`src/verilog/rrsb_defs.svh`:
```
// Register offsets, field positions, reset values and sizes of the rotate and subtract ALU.
`ifndef RRSB_DEFS_SVH
`define RRSB_DEFS_SVH

// ----------------------------------------------------------------------------
// Register byte offsets on the Wishbone slave.
// ----------------------------------------------------------------------------
`define RRSB_OFS_WORK 8'h00
`define RRSB_OFS_FLAGS 8'h04
`define RRSB_OFS_CMD 8'h08
`define RRSB_OFS_STAT 8'h0C
`define RRSB_OFS_MEM 8'h40

// ----------------------------------------------------------------------------
// Data memory size, one byte per aligned word from the memory offset upward.
// ----------------------------------------------------------------------------
`define RRSB_MEM_DEPTH 16
`define RRSB_MEM_AW 4

// ----------------------------------------------------------------------------
// Field positions.
// ----------------------------------------------------------------------------
`define RRSB_FLAG_C 0
`define RRSB_FLAG_NIB 1
`define RRSB_FLAG_Z 2
`define RRSB_FLAG_RANGE 3
`define RRSB_FLAG_SCHAIN 4
`define RRSB_FLAG_CNIL 5
`define RRSB_FLAG_W 6
`define RRSB_CMD_OP_LSB 0
`define RRSB_CMD_OP_W 3
`define RRSB_CMD_ADR_LSB 4
`define RRSB_STAT_BAD_OP 0
`define RRSB_STAT_LAST_LSB 4

// ----------------------------------------------------------------------------
// Reset values.
// ----------------------------------------------------------------------------
`define RRSB_RST_WORK 8'h00
`define RRSB_RST_FLAGS 6'h00
`define RRSB_RST_MEM 8'h00

`endif

```
`src/verilog/rrsb_pkg.sv`:
```
// Types shared by the rotate and subtract ALU modules.
package rrsb_pkg;

    // Instruction codes written to the command register.
    typedef enum logic [2:0] {
        OP_ROT_MEM = 3'h0,
        OP_ROT_WORK = 3'h1,
        OP_ROTC_MEM = 3'h2,
        OP_ROTC_WORK = 3'h3,
        OP_SUB_WORK = 3'h4,
        OP_SUB_MEM = 3'h5
    } rrsb_op_t;

    // Status flags, carry in bit 0.
    typedef struct packed {
        logic chained_nil_flag;
        logic signed_chained_flag;
        logic signed_range_flag;
        logic zero_flag;
        logic low_nibble_borrow_flag;
        logic carry_flag;
    } rrsb_flags_t;

    // Difference with its flags.
    typedef struct packed {
        logic [7:0] data;
        rrsb_flags_t flags;
    } rrsb_sub_t;

    // Register selected by a bus address.
    typedef enum logic [2:0] {
        REG_NONE = 3'h0,
        REG_WORK = 3'h1,
        REG_FLAGS = 3'h2,
        REG_CMD = 3'h3,
        REG_STAT = 3'h4,
        REG_MEM = 3'h5
    } rrsb_reg_t;

endpackage

```
`src/verilog/rrsb_rotate.sv`:
```
// One-position right rotation, plain or through the carry.
`timescale 1ns/1ps

module rrsb_rotate (
    input wire logic [7:0] i_data,
    input wire logic i_carry,
    input wire logic i_via_carry,
    output logic [7:0] o_data,
    output logic o_carry
);

    // Bit 0 leaves at the bottom; bit 7 takes bit 0 or the old carry.
    assign o_data = {(i_via_carry ? i_carry : i_data[0]), i_data[7:1]};
    assign o_carry = i_via_carry ? i_data[0] : i_carry;

endmodule

```
`src/verilog/rrsb_subtract.sv`:
```
// Subtract with borrow: minuend minus subtrahend minus inverted carry, with all six flags.
`timescale 1ns/1ps

module rrsb_subtract (
    input wire logic [7:0] i_minuend,
    input wire logic [7:0] i_subtrahend,
    input wire rrsb_pkg::rrsb_flags_t i_flags,
    output rrsb_pkg::rrsb_sub_t o_result
);
    import rrsb_pkg::*;

    logic borrow_in;
    logic [8:0] full_diff;
    logic [4:0] low_diff;
    logic [7:0] diff;
    logic ovf;
    logic zero;

    // A clear carry means a pending borrow from the lower byte.
    assign borrow_in = ~i_flags.carry_flag;
    assign full_diff = {1'b0, i_minuend} - {1'b0, i_subtrahend} - {8'h00, borrow_in};
    assign low_diff = {1'b0, i_minuend[3:0]} - {1'b0, i_subtrahend[3:0]} - {4'h0, borrow_in};
    assign diff = full_diff[7:0];
    assign ovf = (i_minuend[7] != i_subtrahend[7]) && (diff[7] != i_minuend[7]);
    assign zero = (diff == 8'h00);

    // Carry and nibble flag are 1 when no borrow occurs; chained zero keeps the prior run.
    assign o_result.data = diff;
    assign o_result.flags.carry_flag = ~full_diff[8];
    assign o_result.flags.low_nibble_borrow_flag = ~low_diff[4];
    assign o_result.flags.zero_flag = zero;
    assign o_result.flags.signed_range_flag = ovf;
    assign o_result.flags.signed_chained_flag = ovf ^ diff[7];
    assign o_result.flags.chained_nil_flag = zero & i_flags.chained_nil_flag;

endmodule

```
`src/verilog/rrsb_alu.sv`:
```
// Rotate-right and subtract-with-borrow ALU with data memory, reached over classic Wishbone.
//
// Summary of operation
// RULE_01: Rotate memory byte right, bit 0 to bit 7, write back, flags unchanged.
// RULE_02: Rotate memory byte right into working register; memory and flags unchanged.
// RULE_03: Rotate byte and carry as nine-bit ring; result to memory, only carry changes.
// RULE_04: Ring rotate into working register; carry takes bit 0, memory stays unchanged.
// RULE_05: Working register becomes working minus memory byte minus inverted carry.
// RULE_06: Subtractions write carry 0 on borrow, 1 when result zero or positive.
// RULE_07: Subtractions update all six flags; rotates touch at most the carry.
// RULE_08: Memory byte becomes working minus memory byte minus inverted carry.
//
// The Wishbone interface to the registers and the register offsets were left to the implementer.
`timescale 1ns/1ps
`include "rrsb_defs.svh"

module rrsb_alu (
    input wire logic I_SYS_CLK,
    input wire logic I_NRST,
    input wire logic I_WB_CYC,
    input wire logic I_WB_STB,
    input wire logic I_WB_WE,
    input wire logic [7:0] I_WB_ADR,
    input wire logic [3:0] I_WB_SEL,
    input wire logic [31:0] I_WB_DAT,
    output logic [31:0] O_WB_DAT,
    output logic O_WB_ACK,
    output logic [7:0] O_WORK,
    output rrsb_pkg::rrsb_flags_t O_FLAGS,
    output logic O_BUSY
);
    import rrsb_pkg::*;

    // ------------------------------------------------------------------------
    // Types and decode helpers.
    // ------------------------------------------------------------------------

    // One-hot sequencer states.
    typedef enum logic [1:0] {
        ST_IDLE = 2'b01,
        ST_EXEC = 2'b10
    } rrsb_state_t;

    // Maps a byte address to the register it selects; misaligned means none.
    function automatic rrsb_reg_t rrsb_decode(input logic [7:0] adr);
        rrsb_reg_t sel;
        sel = REG_NONE;
        if (adr[1:0] == 2'h0) begin
            if (adr == `RRSB_OFS_WORK) begin
                sel = REG_WORK;
            end else if (adr == `RRSB_OFS_FLAGS) begin
                sel = REG_FLAGS;
            end else if (adr == `RRSB_OFS_CMD) begin
                sel = REG_CMD;
            end else if (adr == `RRSB_OFS_STAT) begin
                sel = REG_STAT;
            end else if ((adr >= `RRSB_OFS_MEM) &&
                         (adr < 8'(`RRSB_OFS_MEM + 4 * `RRSB_MEM_DEPTH))) begin
                sel = REG_MEM;
            end
        end
        return sel;
    endfunction

    // Widens a byte to a bus word with the upper bits reading zero.
    function automatic logic [31:0] rrsb_word(input logic [7:0] value);
        return {24'h000000, value};
    endfunction

    // ------------------------------------------------------------------------
    // State.
    // ------------------------------------------------------------------------
    rrsb_state_t state;
    rrsb_state_t next_state;
    logic [7:0] work;
    rrsb_flags_t flags;
    logic [7:0] mem [`RRSB_MEM_DEPTH];
    rrsb_op_t cmd_op;
    logic [`RRSB_MEM_AW-1:0] cmd_adr;
    logic [`RRSB_CMD_OP_W-1:0] last_op;
    logic bad_op;
    logic ack;
    logic [31:0] rdata;

    // ------------------------------------------------------------------------
    // Bus decode.
    // ------------------------------------------------------------------------
    rrsb_reg_t reg_sel;
    logic [`RRSB_MEM_AW-1:0] bus_mem_idx;
    logic bus_req;
    logic wr_fire;
    logic wr_work;
    logic wr_flags;
    logic wr_cmd;
    logic wr_stat;
    logic wr_mem;
    logic [31:0] read_mux;
    logic [7:0] status_byte;

    // A new request is taken only while idle, so a running instruction stalls the bus.
    assign reg_sel = rrsb_decode(I_WB_ADR);
    assign bus_mem_idx = I_WB_ADR[`RRSB_MEM_AW+1:2];
    assign bus_req = I_WB_CYC & I_WB_STB & ~ack & (state == ST_IDLE);

    // Writes land on the edge at which the master sees the acknowledge.
    assign wr_fire = ack & I_WB_CYC & I_WB_STB & I_WB_WE & I_WB_SEL[0];
    assign wr_work = wr_fire & (reg_sel == REG_WORK);
    assign wr_flags = wr_fire & (reg_sel == REG_FLAGS);
    assign wr_cmd = wr_fire & (reg_sel == REG_CMD);
    assign wr_stat = wr_fire & (reg_sel == REG_STAT);
    assign wr_mem = wr_fire & (reg_sel == REG_MEM);

    // Status shows the last instruction code and the sticky bad-code bit.
    assign status_byte = {1'b0, last_op, 3'h0, bad_op};

    // Read selection; unmapped addresses answer with zero.
    assign read_mux = (reg_sel == REG_WORK) ? rrsb_word(work) :
                      (reg_sel == REG_FLAGS) ? rrsb_word({2'h0, flags}) :
                      (reg_sel == REG_CMD) ? rrsb_word({cmd_adr, 1'b0, cmd_op}) :
                      (reg_sel == REG_STAT) ? rrsb_word(status_byte) :
                      (reg_sel == REG_MEM) ? rrsb_word(mem[bus_mem_idx]) :
                      32'h00000000;

    // ------------------------------------------------------------------------
    // Datapath units.
    // ------------------------------------------------------------------------
    logic [7:0] src_byte;
    logic via_carry;
    logic [7:0] rot_data;
    logic rot_carry;
    rrsb_sub_t sub_res;

    // The operand byte is the one the command selected.
    assign src_byte = mem[cmd_adr];
    assign via_carry = (cmd_op == OP_ROTC_MEM) || (cmd_op == OP_ROTC_WORK);

    // Plain or through-carry rotation of the operand.
    rrsb_rotate u_rotate (
        .i_data(src_byte),
        .i_carry(flags.carry_flag),
        .i_via_carry(via_carry),
        .o_data(rot_data),
        .o_carry(rot_carry)
    );

    // Working register minus operand minus inverted carry.
    rrsb_subtract u_subtract (
        .i_minuend(work),
        .i_subtrahend(src_byte),
        .i_flags(flags),
        .o_result(sub_res)
    );

    // ------------------------------------------------------------------------
    // Instruction results.
    // ------------------------------------------------------------------------
    logic [7:0] exec_work;
    rrsb_flags_t exec_flags;
    logic exec_mem_we;
    logic [7:0] exec_mem_data;
    logic exec_bad;
    logic exec_go;

    assign exec_go = (state == ST_EXEC);

    // Chooses where each result goes and which flags it changes.
    always_comb begin
        exec_work = work;
        exec_flags = flags;
        exec_mem_we = 1'b0;
        exec_mem_data = src_byte;
        exec_bad = 1'b0;
        unique case (cmd_op)
            OP_ROT_MEM: begin
                exec_mem_we = 1'b1; // [RULE_01]
                exec_mem_data = rot_data; // [RULE_01]
            end
            OP_ROT_WORK: begin
                exec_work = rot_data; // [RULE_02]
            end
            OP_ROTC_MEM: begin
                exec_mem_we = 1'b1; // [RULE_03]
                exec_mem_data = rot_data; // [RULE_03]
                exec_flags.carry_flag = rot_carry; // [RULE_03] [RULE_07]
            end
            OP_ROTC_WORK: begin
                exec_work = rot_data; // [RULE_04]
                exec_flags.carry_flag = rot_carry; // [RULE_04] [RULE_07]
            end
            OP_SUB_WORK: begin
                exec_work = sub_res.data; // [RULE_05]
                exec_flags = sub_res.flags; // [RULE_06] [RULE_07]
            end
            OP_SUB_MEM: begin
                exec_mem_we = 1'b1; // [RULE_08]
                exec_mem_data = sub_res.data; // [RULE_08]
                exec_flags = sub_res.flags; // [RULE_06] [RULE_07]
            end
            default: begin
                exec_bad = 1'b1;
            end
        endcase
    end

    // ------------------------------------------------------------------------
    // Memory write port.
    // ------------------------------------------------------------------------
    logic mem_we;
    logic [`RRSB_MEM_AW-1:0] mem_wa;
    logic [7:0] mem_wd;

    // The bus and the sequencer never write in the same cycle.
    assign mem_we = wr_mem | (exec_go & exec_mem_we);
    assign mem_wa = exec_go ? cmd_adr : bus_mem_idx;
    assign mem_wd = exec_go ? exec_mem_data : I_WB_DAT[7:0];

    // ------------------------------------------------------------------------
    // Sequencer.
    // ------------------------------------------------------------------------

    // A command write starts one execution cycle, then the sequencer idles.
    always_comb begin
        next_state = state;
        unique case (state)
            ST_IDLE: begin
                if (wr_cmd) begin
                    next_state = ST_EXEC;
                end
            end
            ST_EXEC: begin
                next_state = ST_IDLE;
            end
            default: begin
                next_state = ST_IDLE;
            end
        endcase
    end

    // State register.
    always_ff @(posedge I_SYS_CLK) begin
        if (!I_NRST) begin
            state <= ST_IDLE;
        end else begin
            state <= next_state;
        end
    end

    // ------------------------------------------------------------------------
    // Bus answer registers.
    // ------------------------------------------------------------------------

    // Acknowledge one cycle after the request, dropped in the following cycle.
    always_ff @(posedge I_SYS_CLK) begin
        if (!I_NRST) begin
            ack <= 1'b0;
        end else begin
            ack <= bus_req;
        end
    end

    // Read data is captured with the acknowledge and holds until the next request.
    always_ff @(posedge I_SYS_CLK) begin
        if (!I_NRST) begin
            rdata <= 32'h00000000;
        end else if (bus_req) begin
            rdata <= read_mux;
        end
    end

    // ------------------------------------------------------------------------
    // Architectural registers.
    // ------------------------------------------------------------------------

    // Working register: instruction result or software write.
    always_ff @(posedge I_SYS_CLK) begin
        if (!I_NRST) begin
            work <= `RRSB_RST_WORK;
        end else if (exec_go) begin
            work <= exec_work; // [RULE_02] [RULE_04] [RULE_05]
        end else if (wr_work) begin
            work <= I_WB_DAT[7:0];
        end
    end

    // Status flags: instruction result or software write.
    always_ff @(posedge I_SYS_CLK) begin
        if (!I_NRST) begin
            flags <= `RRSB_RST_FLAGS;
        end else if (exec_go) begin
            flags <= exec_flags; // [RULE_07]
        end else if (wr_flags) begin
            flags <= I_WB_DAT[`RRSB_FLAG_W-1:0];
        end
    end

    // Command register latches the code and the operand address.
    always_ff @(posedge I_SYS_CLK) begin
        if (!I_NRST) begin
            cmd_op <= OP_ROT_MEM;
            cmd_adr <= '0;
        end else if (wr_cmd) begin
            cmd_op <= rrsb_op_t'(I_WB_DAT[`RRSB_CMD_OP_LSB +: `RRSB_CMD_OP_W]);
            cmd_adr <= I_WB_DAT[`RRSB_CMD_ADR_LSB +: `RRSB_MEM_AW];
        end
    end

    // Last executed code, and a bad-code bit that is set ahead of a write-one clear.
    always_ff @(posedge I_SYS_CLK) begin
        if (!I_NRST) begin
            last_op <= '0;
            bad_op <= 1'b0;
        end else begin
            if (exec_go) begin
                last_op <= cmd_op;
            end
            if (exec_go & exec_bad) begin
                bad_op <= 1'b1;
            end else if (wr_stat & I_WB_DAT[`RRSB_STAT_BAD_OP]) begin
                bad_op <= 1'b0;
            end
        end
    end

    // Data memory array with a single write port.
    always_ff @(posedge I_SYS_CLK) begin
        if (!I_NRST) begin
            for (int i = 0; i < `RRSB_MEM_DEPTH; i++) begin
                mem[i] <= `RRSB_RST_MEM;
            end
        end else if (mem_we) begin
            mem[mem_wa] <= mem_wd; // [RULE_01] [RULE_03] [RULE_08]
        end
    end

    // ------------------------------------------------------------------------
    // Outputs.
    // ------------------------------------------------------------------------
    assign O_WB_ACK = ack;
    assign O_WB_DAT = rdata;
    assign O_WORK = work;
    assign O_FLAGS = flags;
    assign O_BUSY = (state == ST_EXEC);

endmodule

```
`config.mk`:
```
export PLATFORM = sky130hd
export DESIGN_NAME = rrsb_alu
export DESIGN_NICKNAME = d
export VERILOG_FILES = /design/src/verilog/rrsb_pkg.sv /design/src/verilog/rrsb_rotate.sv /design/src/verilog/rrsb_subtract.sv /design/src/verilog/rrsb_alu.sv
export VERILOG_INCLUDE_DIRS = /design/src /design/src/verilog
export SDC_FILE = /design/constraint.sdc
export NUM_CORES = 1
export LEC_CHECK = 0
export ABC_AREA = 0
export BUFFER_PORTS_ARGS = -buffer_cell sky130_fd_sc_hd__clkbuf_2
export CORE_MARGIN = 5
export CORE_UTILIZATION = 45
export DETAILED_ROUTE_END_ITERATION = 6
export PLACE_DENSITY_LB_ADDON = 0.15
export SETUP_SLACK_MARGIN = 0.05
export SLEW_MARGIN = 25
export SYNTH_ARGS = -nofsm -noshare
export SYNTH_HDL_FRONTEND = slang
export SYNTH_HIERARCHICAL = 1
export SYNTH_SLANG_ARGS = --single-unit
```
`constraint.sdc`:
```
create_clock -name I_SYS_CLK -period 10.1 [get_ports I_SYS_CLK]
set_input_delay 1.01 -clock I_SYS_CLK [delete_from_list [all_inputs] [get_ports I_SYS_CLK]]
set_output_delay 1.01 -clock I_SYS_CLK [all_outputs]
set_load 0.05 [all_outputs]
```
==> results of run 1 <==
==> final cells by class <==
class | count | area share
clock inverter | 15 | 0.0160
clock buffer | 17 | 0.0367
inverter | 35 | 0.0113
sequential | 168 | 0.401
timing repair buffer | 71 | 0.0363
tap | 319 | 0.0345
multi-input combinational | 746 | 0.464
==> registers in the layout (all words and copies together) (netlist names), named ones only <==
register,cells
last_op,3
state,2
bad_op,1
O_FLAGS,6
O_WB_DAT,8
mem,128
O_WORK,8
cmd_adr,4
cmd_op,3
O_WB_ACK,1
==> worst register-to-register path, cell delays in order (launching register included) <==
cell,delay [ns]
dfxtp_1,0.48
nand2b_1,0.80
o22ai_1,0.25
o31ai_1,0.92
ha_1,0.30
inv_1,0.05
ha_1,0.38
nand4_1,0.15
a21oi_2,0.06
a2111oi_4,0.40
xnor2_2,0.24
a221oi_1,0.14
nor2_1,0.53
nand2_1,0.24
a21oi_1,0.24
==> cells in the final DEF (no fill, tap or decap), drive strengths merged, types with 13 or more instances in the layout <==
cell type	instances
a21oi	147
buf	27
clkbuf	61
conb	24
dfxtp	40
edfxtp	128
ha	17
inv	43
mux2	61
mux2i	34
mux4	32
nand2	105
nand3	15
nor2	62
nor3	13
nor4	16
o21ai	64
o22ai	28
==> metal layers <==
layer	vias up	part of all wire
met4	0	0.046
met3	105	0.11
met1	4272	0.38
met5	-	0
li1	3862	-
met2	593	0.46
==> worst max-delay path by stage <==
stage / from / to / slack [ns] / cells after the start
after floorplan: flop / O_FLAGS[2] / 6.43 / 17
after global placement: flop / mem[13][7] / 4.90 / 14
after detailed placement: flop / mem[4][7] / 4.89 / 14
after CTS: flop / mem[4][7] / 4.83 / 15
after global routing: flop / mem[13][7] / 4.66 / 15
final: flop / mem[4][7] / 4.75 / 14
==> cells by family (layout without fill, tap and decap cells) <==
| logic type | Yosys count | after routing | share of synthesized area |
|---|---|---|---|
| compound gates | 310 | 310 | 0.180 |
| xor+xnor | 9 | 9 | 0.00809 |
| fa+ha+maj | 19 | 19 | 0.0237 |
| buf+inv | 127 | 138 | 0.0706 |
| flops | 168 | 168 | 0.435 |
| mux | 127 | 127 | 0.164 |
| other cells | 1 | 24 | 0.000352 |
| simple gates | 257 | 257 | 0.118 |
==> power breakdown <==
group          total, W  internal, W  leakage, nW  switching, W
clock network  0.000690     0.000376        0.297      0.000313
registers      0.000767     0.000758         1.66    0.00000962
logic          0.000175    0.0000520         2.07      0.000123
total           0.00163      0.00119         4.02      0.000446
==> cells in the mapped netlist, drive strengths merged (3+ instances only) <==
cell type and n:
a21oi 147, edfxtp 128, nand2 105, buf 77, o21ai 64, nor2 62, mux2 61, dfxtp 40
inv 35, mux2i 34, mux4 32, o22ai 28, ha 17, nor4 16, clkbuf 15, nand3 15
nor3 13, a221oi 12, nor2b 11, a31oi 10, o31ai 10, a211oi 9, a311oi 7, or3 7
xnor2 7, nand2b 6, a22oi 5, nor4b 5, a21o 3, nand4 3, nor4bb 3
==> through the flow <==
stage               cell area (sq um)  utilization  setup slack, ns
floorplan                       10800            -             6.43
global placement                11000        0.468             4.90
detailed placement              11000        0.468             4.89
CTS                             11600        0.494             4.83
global route                    11600        0.495             4.66
finish                          11600        0.495             4.75
==> results_dict.tcl, run 1 <==
set metrics [dict create \
    status "completed" \
    max_freq_mhz 187 \
    synth_top_area_cell "edfxtp_1" \
    drt_iter0_drc 1337 \
    cp-end-kind "flop" \
    die_w_microns 164 \
    path_clk_slew_ns 0.07 \
    rr_worst_depth 14 \
    grt_pass1_wl_microns 53900 \
    place_congestion 0.898 \
    core_sq_um 23400 \
    worst-path-max-fanout 15 \
    drt-vias-per-instance 6.44 \
    arrival_ns 5.61 \
    crit_path_max_incr_delay_ns 0.92 \
    synth_top_area_frac 0.360 \
    avgSynthCellArea_sq_um 10.5 \
    clkSinkCount 168 \
    setup.worst_path.start_class "flop" \
    htree_num_levels 4 \
    cts.repair.resized 0 \
    drt_pass1_iterations 6 \
    synth_area_sq_um 10700 \
    ctsHoldBuffers 0 \
    cpMostUsedCell "ha_1" \
    multiInputGateArea_sq_um 5380 \
    hold_violations 0 \
    seq_area_sq_um 4650 \
    path_delay_family "compound AO/OA/AOI/OAI gates" \
    async_reset_ff_frac 0 \
    finalSetupTns_ns 0 \
    grt_start_max_net_pins 69 \
    synth_ff_type "edfxtp_1" \
    slew_violations 0 \
    detailed_place_hpwl_microns 25100 \
    synth-edff-count 128 \
    cts_setup_buffers 0 \
    cpMaxStageDelayCell "o31ai_1" \
    fill_cells 2201 \
    synth_area_leaders "edfxtp_1, dfxtp_1, mux4_2" \
    powerDensity_nw_per_um2 141 \
    insertion_delay_ns 0.45 \
    met2_usage 0.440 \
    met1_usage 0.354 \
    clock-root-buffer "clkbuf_16" \
    route.detailed.drc 0 \
    numCtsBuffers 17 \
    r2r_end "mem[4][7]" \
    met3_usage 0.0785 \
    peakVddDrop_v 0.0000879 \
    r2r_slack_ns 4.75 \
    drv_cap 0 \
    cts_tree "done" \
    drt_wl_total_microns 37300 \
    relSlewSlack 0.179 \
    yosys.cell_types.count 72 \
    cp.required_ns 10.37 \
    top_usage_layer "met2" \
    instances_no_fill 1371 \
    worstMarginPinSlew_ns 1.23 \
    vias 8832 \
    min_period_over_period 0.529 \
    fp-row-count 56 \
    die_h_microns 164 \
    ys_ff_latch 168 \
    ys.warnings.count 6 \
    track_usage 0.278 \
    start_util 0.456 \
    worstHoldPathType "reg -> reg" \
    syn_inst 1018 \
    total_power_w 0.00163 \
    p_leak_nw 4.02 \
    hold_path.startpoint "last_op[1]" \
    dp_cells 1339 \
    dieArea_sq_um 26900 \
    skew_ns 0.0152 \
    ys_seq_area_frac 0.435 \
    fin_nets 1107 \
    postRouteAntennaNets 0 \
    port_buffers 45 \
    hold_end "last_op[1]" \
    fin_worst_hold_slack_ns 0.459 \
    wire_per_inst_microns 27.2 \
    setup_violations 0 \
    antenna_found_initial 0 \
    crit_path_cell_trace "nand2b_1 > o22ai_1 > o31ai_1 > ha_1 > inv_1 > ha_1 > nand4_1 > a21oi_2 > a2111oi_4 > xnor2_2 > a221oi_1 > nor2_1 > nand2_1 > a21oi_1" \
    layout-drive-gt1-share 0.226 \
    grt_pass1_vias 8317 \
    crit_type "reg -> reg" \
    hold_path_depth 2 \
    antenna_cells 0 \
    path_buf_inv 1 \
    area_delta_synth_final_pct 8.59 \
    cts_buffer_depth 2 \
    finalCriticalPeriod_ns 5.35 \
    pin_count 97 \
    rsz0062_at_grt "no" \
    grt.overflow.total 0 \
]
Note: power is estimated with default switching activity, not from simulation.
==> inputs of run 2 (changes only) <==
==> constraint.sdc (replaced) <==
create_clock -name I_SYS_CLK -period 5.3 [get_ports I_SYS_CLK]
set_input_delay 0.53 -clock I_SYS_CLK [delete_from_list [all_inputs] [get_ports I_SYS_CLK]]
set_output_delay 0.53 -clock I_SYS_CLK [all_outputs]
set_load 0.05 [all_outputs]
==> run 2 against run 1 <==
- sequential share of layout area fell by 0.29 points
- register-to-register slack worse by 4.2 ns
- cell area increased by 0.72%
- first-iteration DRC count down 27%
- via count down 1.1%
- hold slack worse by 0.099 ns
- sequential power grew 90%
- power rose by 86%
- clock-buffer cell count rose by 1
- final cell count rose by 1.3%
- clock skew is 0.0026 ns higher
- setup slack worse by 4.2 ns
- largest power group unchanged
==> results_dict.tcl, run 2 (synthesized netlist as in run 1, its figures left out) <==
set metrics [dict create \
    vias 8739 \
    layout-drive-gt1-share 0.237 \
    cts_tree "done" \
    core_sq_um 23400 \
    cts_buffer_depth 2 \
    die_w_microns 164 \
    cts.repair.resized 0 \
    skew_ns 0.0179 \
    p_leak_nw 4.07 \
    clock-root-buffer "clkbuf_16" \
    instances_no_fill 1389 \
    crit_path_max_incr_delay_ns 0.80 \
    grt_pass1_wl_microns 53900 \
    top_register "mem" \
    drt_pass1_iterations 6 \
    multiInputGateArea_sq_um 5360 \
    arrival_ns 4.95 \
    rsz0062_at_grt "no" \
    crit_type "reg -> reg" \
    area_delta_synth_final_pct 9.37 \
    worst-path-max-fanout 28 \
    finalCriticalPeriod_ns 4.78 \
    path_clk_slew_ns 0.07 \
    fp-row-count 56 \
    r2r_end "mem[8][5]" \
    dp_cells 1357 \
    powerDensity_nw_per_um2 260 \
    status "completed" \
    clkSinkCount 168 \
    route.detailed.drc 0 \
    drt_wl_total_microns 36500 \
    drv_cap 0 \
    seq_area_sq_um 4650 \
    rr_worst_depth 16 \
    start_util 0.456 \
    fill_cells 2233 \
    cp-end-kind "flop" \
    wire_per_inst_microns 26.3 \
    crit_path_cell_trace "buf_4 > mux2i_1 > nand2_1 > or4b_2 > o31ai_1 > ha_1 > inv_1 > ha_1 > o21ai_0 > a32oi_1 > xnor2_1 > inv_1 > a221oi_1 > nor2_1 > nand2_1 > a21oi_1" \
    fin_nets 1125 \
    relSlewSlack 0.161 \
    hold_violations 0 \
    fin_ws_ns 0.519 \
    ctsHoldBuffers 0 \
    grt_start_max_net_pins 48 \
    track_usage 0.273 \
    htree_num_levels 4 \
    grt.overflow.total 0 \
    pin_count 97 \
    setup.worst_path.start_class "flop" \
    finalSetupTns_ns 0 \
    hold_path_depth 3 \
    path_delay_family "simple AND/OR/NAND/NOR gates" \
    drt-vias-per-instance 6.29 \
    largest_reg_flops 128 \
    layout_commonest_cell "a21oi_1" \
    dieArea_sq_um 26900 \
    drt_iter0_drc 982 \
    max_freq_mhz 209 \
    setup_violations 0 \
    port_buffers 45 \
    path_buf_inv 3 \
    place_congestion 0.869 \
    pre_cts_slack_ns 0.589 \
    r2r_slack_ns 0.52 \
    postRouteAntennaNets 0 \
    hold_end "O_FLAGS[3]" \
    die_h_microns 164 \
    antenna_cells 0 \
    numCtsBuffers 17 \
    antenna_found_initial 0 \
    min_period_over_period 0.902 \
    final_cell_mix "a21oi_1, edfxtp_1, nand2_1" \
    peakVddDrop_v 0.000204 \
    worstMarginPinSlew_ns 1.25 \
    hold_path.startpoint "I_WB_DAT[3]" \
    fin_util 0.499 \
    detailed_place_hpwl_microns 26100 \
    cts_setup_buffers 0 \
    cp.required_ns 5.47 \
    slew_violations 0 \
    insertion_delay_ns 0.45 \
    grt_pass1_vias 8508 \
    worstHoldPathType "in -> reg" \
    cpMaxStageDelayCell "dfxtp_2" \
]
==> run 2: cell count changes in the layout (fill, tap and decap cells not counted), sizes merged <==
cell	previous run	this run
buf	27	45
bufinv	2	1
inv	43	39
clkinvlp	1	4
clkbuf	61	62
clkinv	4	5
==> run 2: worst min-delay path, delay by kind of cell <==
kind	cells	cell delay [ns]
AND/OR/NAND/NOR	1	0.05
AO/OA/AOI/OAI	1	0.08
buffers and inverters	1	0.10
==> run 2: area by class of cell <==
class | instances | share of cell area
clock inverter | 14 | 0.0123
clock buffer | 18 | 0.0368
sequential | 168 | 0.398
multi-input combinational | 746 | 0.460
inverter | 35 | 0.0113
timing repair buffer | 89 | 0.0476
tap | 319 | 0.0342
==> run 2: worst max-delay path by stage <==
stage / slack, ns / startpoint / depth (start not counted) / end
final: 0.52 / flop / 16 / mem[8][5]
after detailed placement: 0.59 / flop / 17 / mem[9][6]
after floorplan: 1.63 / flop / 17 / O_FLAGS[2]
after global placement: 0.60 / flop / 16 / mem[1][6]
after global routing: 0.27 / flop / 16 / mem[8][5]
after CTS: 0.57 / flop / 17 / mem[9][6]
==> run 2: report_power, final <==
group,total (W),internal [W],switching (W)
clock,0.00124,0.000659,0.000586
sequential,0.00146,0.00144,0.0000191
combinational,0.000329,0.000101,0.000228
==> run 2: per-stage QoR <==
step | power, W | hold WS, ns | cell area [sq um]
after floorplan | 0.00172 | 0.433 | 10800
after global placement | 0.00181 | 0.444 | 11100
after detailed placement | 0.00181 | 0.449 | 11100
after CTS | 0.00302 | 0.362 | 11700
after global routing | 0.00311 | 0.380 | 11700
final | 0.00304 | 0.360 | 11700
==> run 2: routing by layer <==
layer / track usage / vias to the layer above / share of wire
li1: - / 3889 / -
met1: 0.368 / 4314 / 0.41
met2: 0.446 / 452 / 0.47
met3: 0.0472 / 84 / 0.084
met4: 0.0976 / 0 / 0.035
met5: 0 / - / 0
==> inputs of run 3 (changes only) <==
--- a/config.mk
+++ b/config.mk
@@ -11,6 +11,7 @@
 export CORE_MARGIN = 5
 export CORE_UTILIZATION = 45
 export DETAILED_ROUTE_END_ITERATION = 6
+export GPL_TIMING_DRIVEN = 0
 export PLACE_DENSITY_LB_ADDON = 0.15
 export SETUP_SLACK_MARGIN = 0.05
 export SLEW_MARGIN = 25
==> run 3 against run 2 <==
- utilization up 2.0 points
- die area unchanged
- sequential cell count unchanged
- clock skew down 0.0085 ns
- cell area up 4.0%
- critical path type unchanged
- critical path depth unchanged
- power up 4.3%
- clock power up 8%
- global-route usage up 3.3 points
- non-clock buffer count up 52
- combinational power up 10%
- maximum frequency down 5.6%
==> results_dict.tcl, run 3 (synthesized netlist as in run 1, its figures left out) <==
set metrics [dict create \
    instances_no_fill 1443 \
    hold_path_depth 3 \
    detailed_place_hpwl_microns 29800 \
    top_register "mem" \
    powerDensity_nw_per_um2 261 \
    path_clk_slew_ns 0.07 \
    grt_pass1_wl_microns 58200 \
    worstHoldPathType "in -> reg" \
    track_usage 0.306 \
    swShare 0.269 \
    start_util 0.456 \
    die_h_microns 164 \
    min_period_over_period 0.956 \
    finalSetupTns_ns 0 \
    p_sw_w 0.000853 \
    status "completed" \
    pwr-share-comb 0.114 \
    largest_reg_flops 128 \
    pin_count 97 \
    max_freq_mhz 197 \
    clkPwrFrac 0.423 \
    drt_pass1_iterations 6 \
    rsz0062_at_grt "no" \
    drt-vias-per-instance 6.43 \
    clkSinkCount 168 \
    worst-path-max-fanout 10 \
    cp-end-kind "flop" \
    htree_num_levels 4 \
    setup.worst_path.start_class "flop" \
    vias 9283 \
    clock-root-buffer "clkbuf_16" \
    arrival_ns 5.35 \
    drt_wl_total_microns 41400 \
    power_frac_seq 0.462 \
    insertion_delay_ns 0.44 \
    grt.overflow.total 0 \
    drv_cap 0 \
    fin_nets 1177 \
    wire_per_inst_microns 28.7 \
    dp_cells 1409 \
    fin_util 0.519 \
    port_buffers 42 \
    postRouteAntennaNets 0 \
    relSlewSlack 0.284 \
    numCtsBuffers 17 \
    drt_iter0_drc 1307 \
    p_int_w 0.00231 \
    fp-row-count 56 \
    peakVddDrop_v 0.000199 \
    cp.required_ns 5.59 \
    die_w_microns 164 \
    final_cell_mix "a21oi_1, edfxtp_1, nand2_1" \
    worstMarginPinSlew_ns 1.07 \
    antenna_found_initial 0 \
    skew_ns 0.00938 \
    slew_violations 0 \
    fin_worst_hold_slack_ns 0.376 \
    grt_pass1_vias 8635 \
    cts_setup_buffers 0 \
    place_congestion 0.997 \
    cts_tree "done" \
    layout_commonest_cell "a21oi_1" \
    area_delta_synth_final_pct 13.8 \
    finalCriticalPeriod_ns 5.07 \
    setup_violations 0 \
    core_sq_um 23400 \
    ctsHoldBuffers 0 \
    hold_violations 0 \
    grt_start_max_net_pins 17 \
    fill_cells 2184 \
    crit_type "reg -> reg" \
    p_leak_nw 4.35 \
    layout-drive-gt1-share 0.274 \
    route.detailed.drc 0 \
    cts_buffer_depth 2 \
    rr_worst_depth 16 \
    dieArea_sq_um 26900 \
]
-- run 3: timing repair --
action | CTS | global route
hold endpoints to repair | 0 | 0
endpoints found under the setup margin | 0 | 24
resized for setup | 0 | 3
-- run 3: final cells by class --
cell class,count,area [sq um],area share
tap,319,399,0.0329
clock buffer,17,425,0.0350
antenna,2,5.00,0.000412
multi-input combinational,746,5430,0.448
sequential,168,4640,0.383
timing repair buffer,49,289,0.0238
buffer,92,622,0.0512
inverter,35,131,0.0108
clock inverter,15,188,0.0155
-- run 3: worst paths after layout --
check	from	endpoint	slack (ns)
max	flop	mem[1][7]	0.23
min	I_WB_DAT[3]	O_FLAGS[3]	0.38
max reg2reg	flop	mem[1][7]	0.23
min reg2reg	last_op[0]	last_op[0]	0.46
-- run 3: worst max-delay path, cell delays in order, from the launching register on --
cell,delay (ns)
dfxtp_1,0.30
buf_2,0.34
inv_1,0.35
clkbuf_1,0.45
or4b_2,0.76
o31ai_1,0.23
ha_1,0.36
inv_1,0.06
ha_1,0.27
nand4_1,0.14
a21oi_2,0.06
a2111oi_4,0.39
xnor2_2,0.24
a221oi_1,0.15
nor2_2,0.36
nand2_1,0.18
a21oi_1,0.22
-- run 3: power groups by stage --
stage | Combinational (W) | Clock, W | Sequential (W)
final | 0.000362 | 0.00134 | 0.00146
after global routing | 0.000377 | 0.00139 | 0.00147
after CTS | 0.000350 | 0.00133 | 0.00146
after detailed placement | 0.000349 | 0 | 0.00149
after global placement | 0.000337 | 0 | 0.00149
after floorplan | 0.000228 | 0 | 0.00149
-- run 3: through the flow --
stage / cell area, sq um / setup WS [ns] / power, W
finish: 12100 / 0.234 / 0.00317
global route: 12100 / 0.116 / 0.00323
CTS: 12100 / 0.288 / 0.00315
detailed placement: 11500 / 0.312 / 0.00184
global placement: 11400 / 0.318 / 0.00183
floorplan: 10800 / 1.63 / 0.00172
-- run 3: layer usage --
metal / GRT usage / share of wire
met1: 0.395 / 0.37
met2: 0.466 / 0.44
met3: 0.100 / 0.14
met4: 0.145 / 0.057
met5: 0 / 0.0016
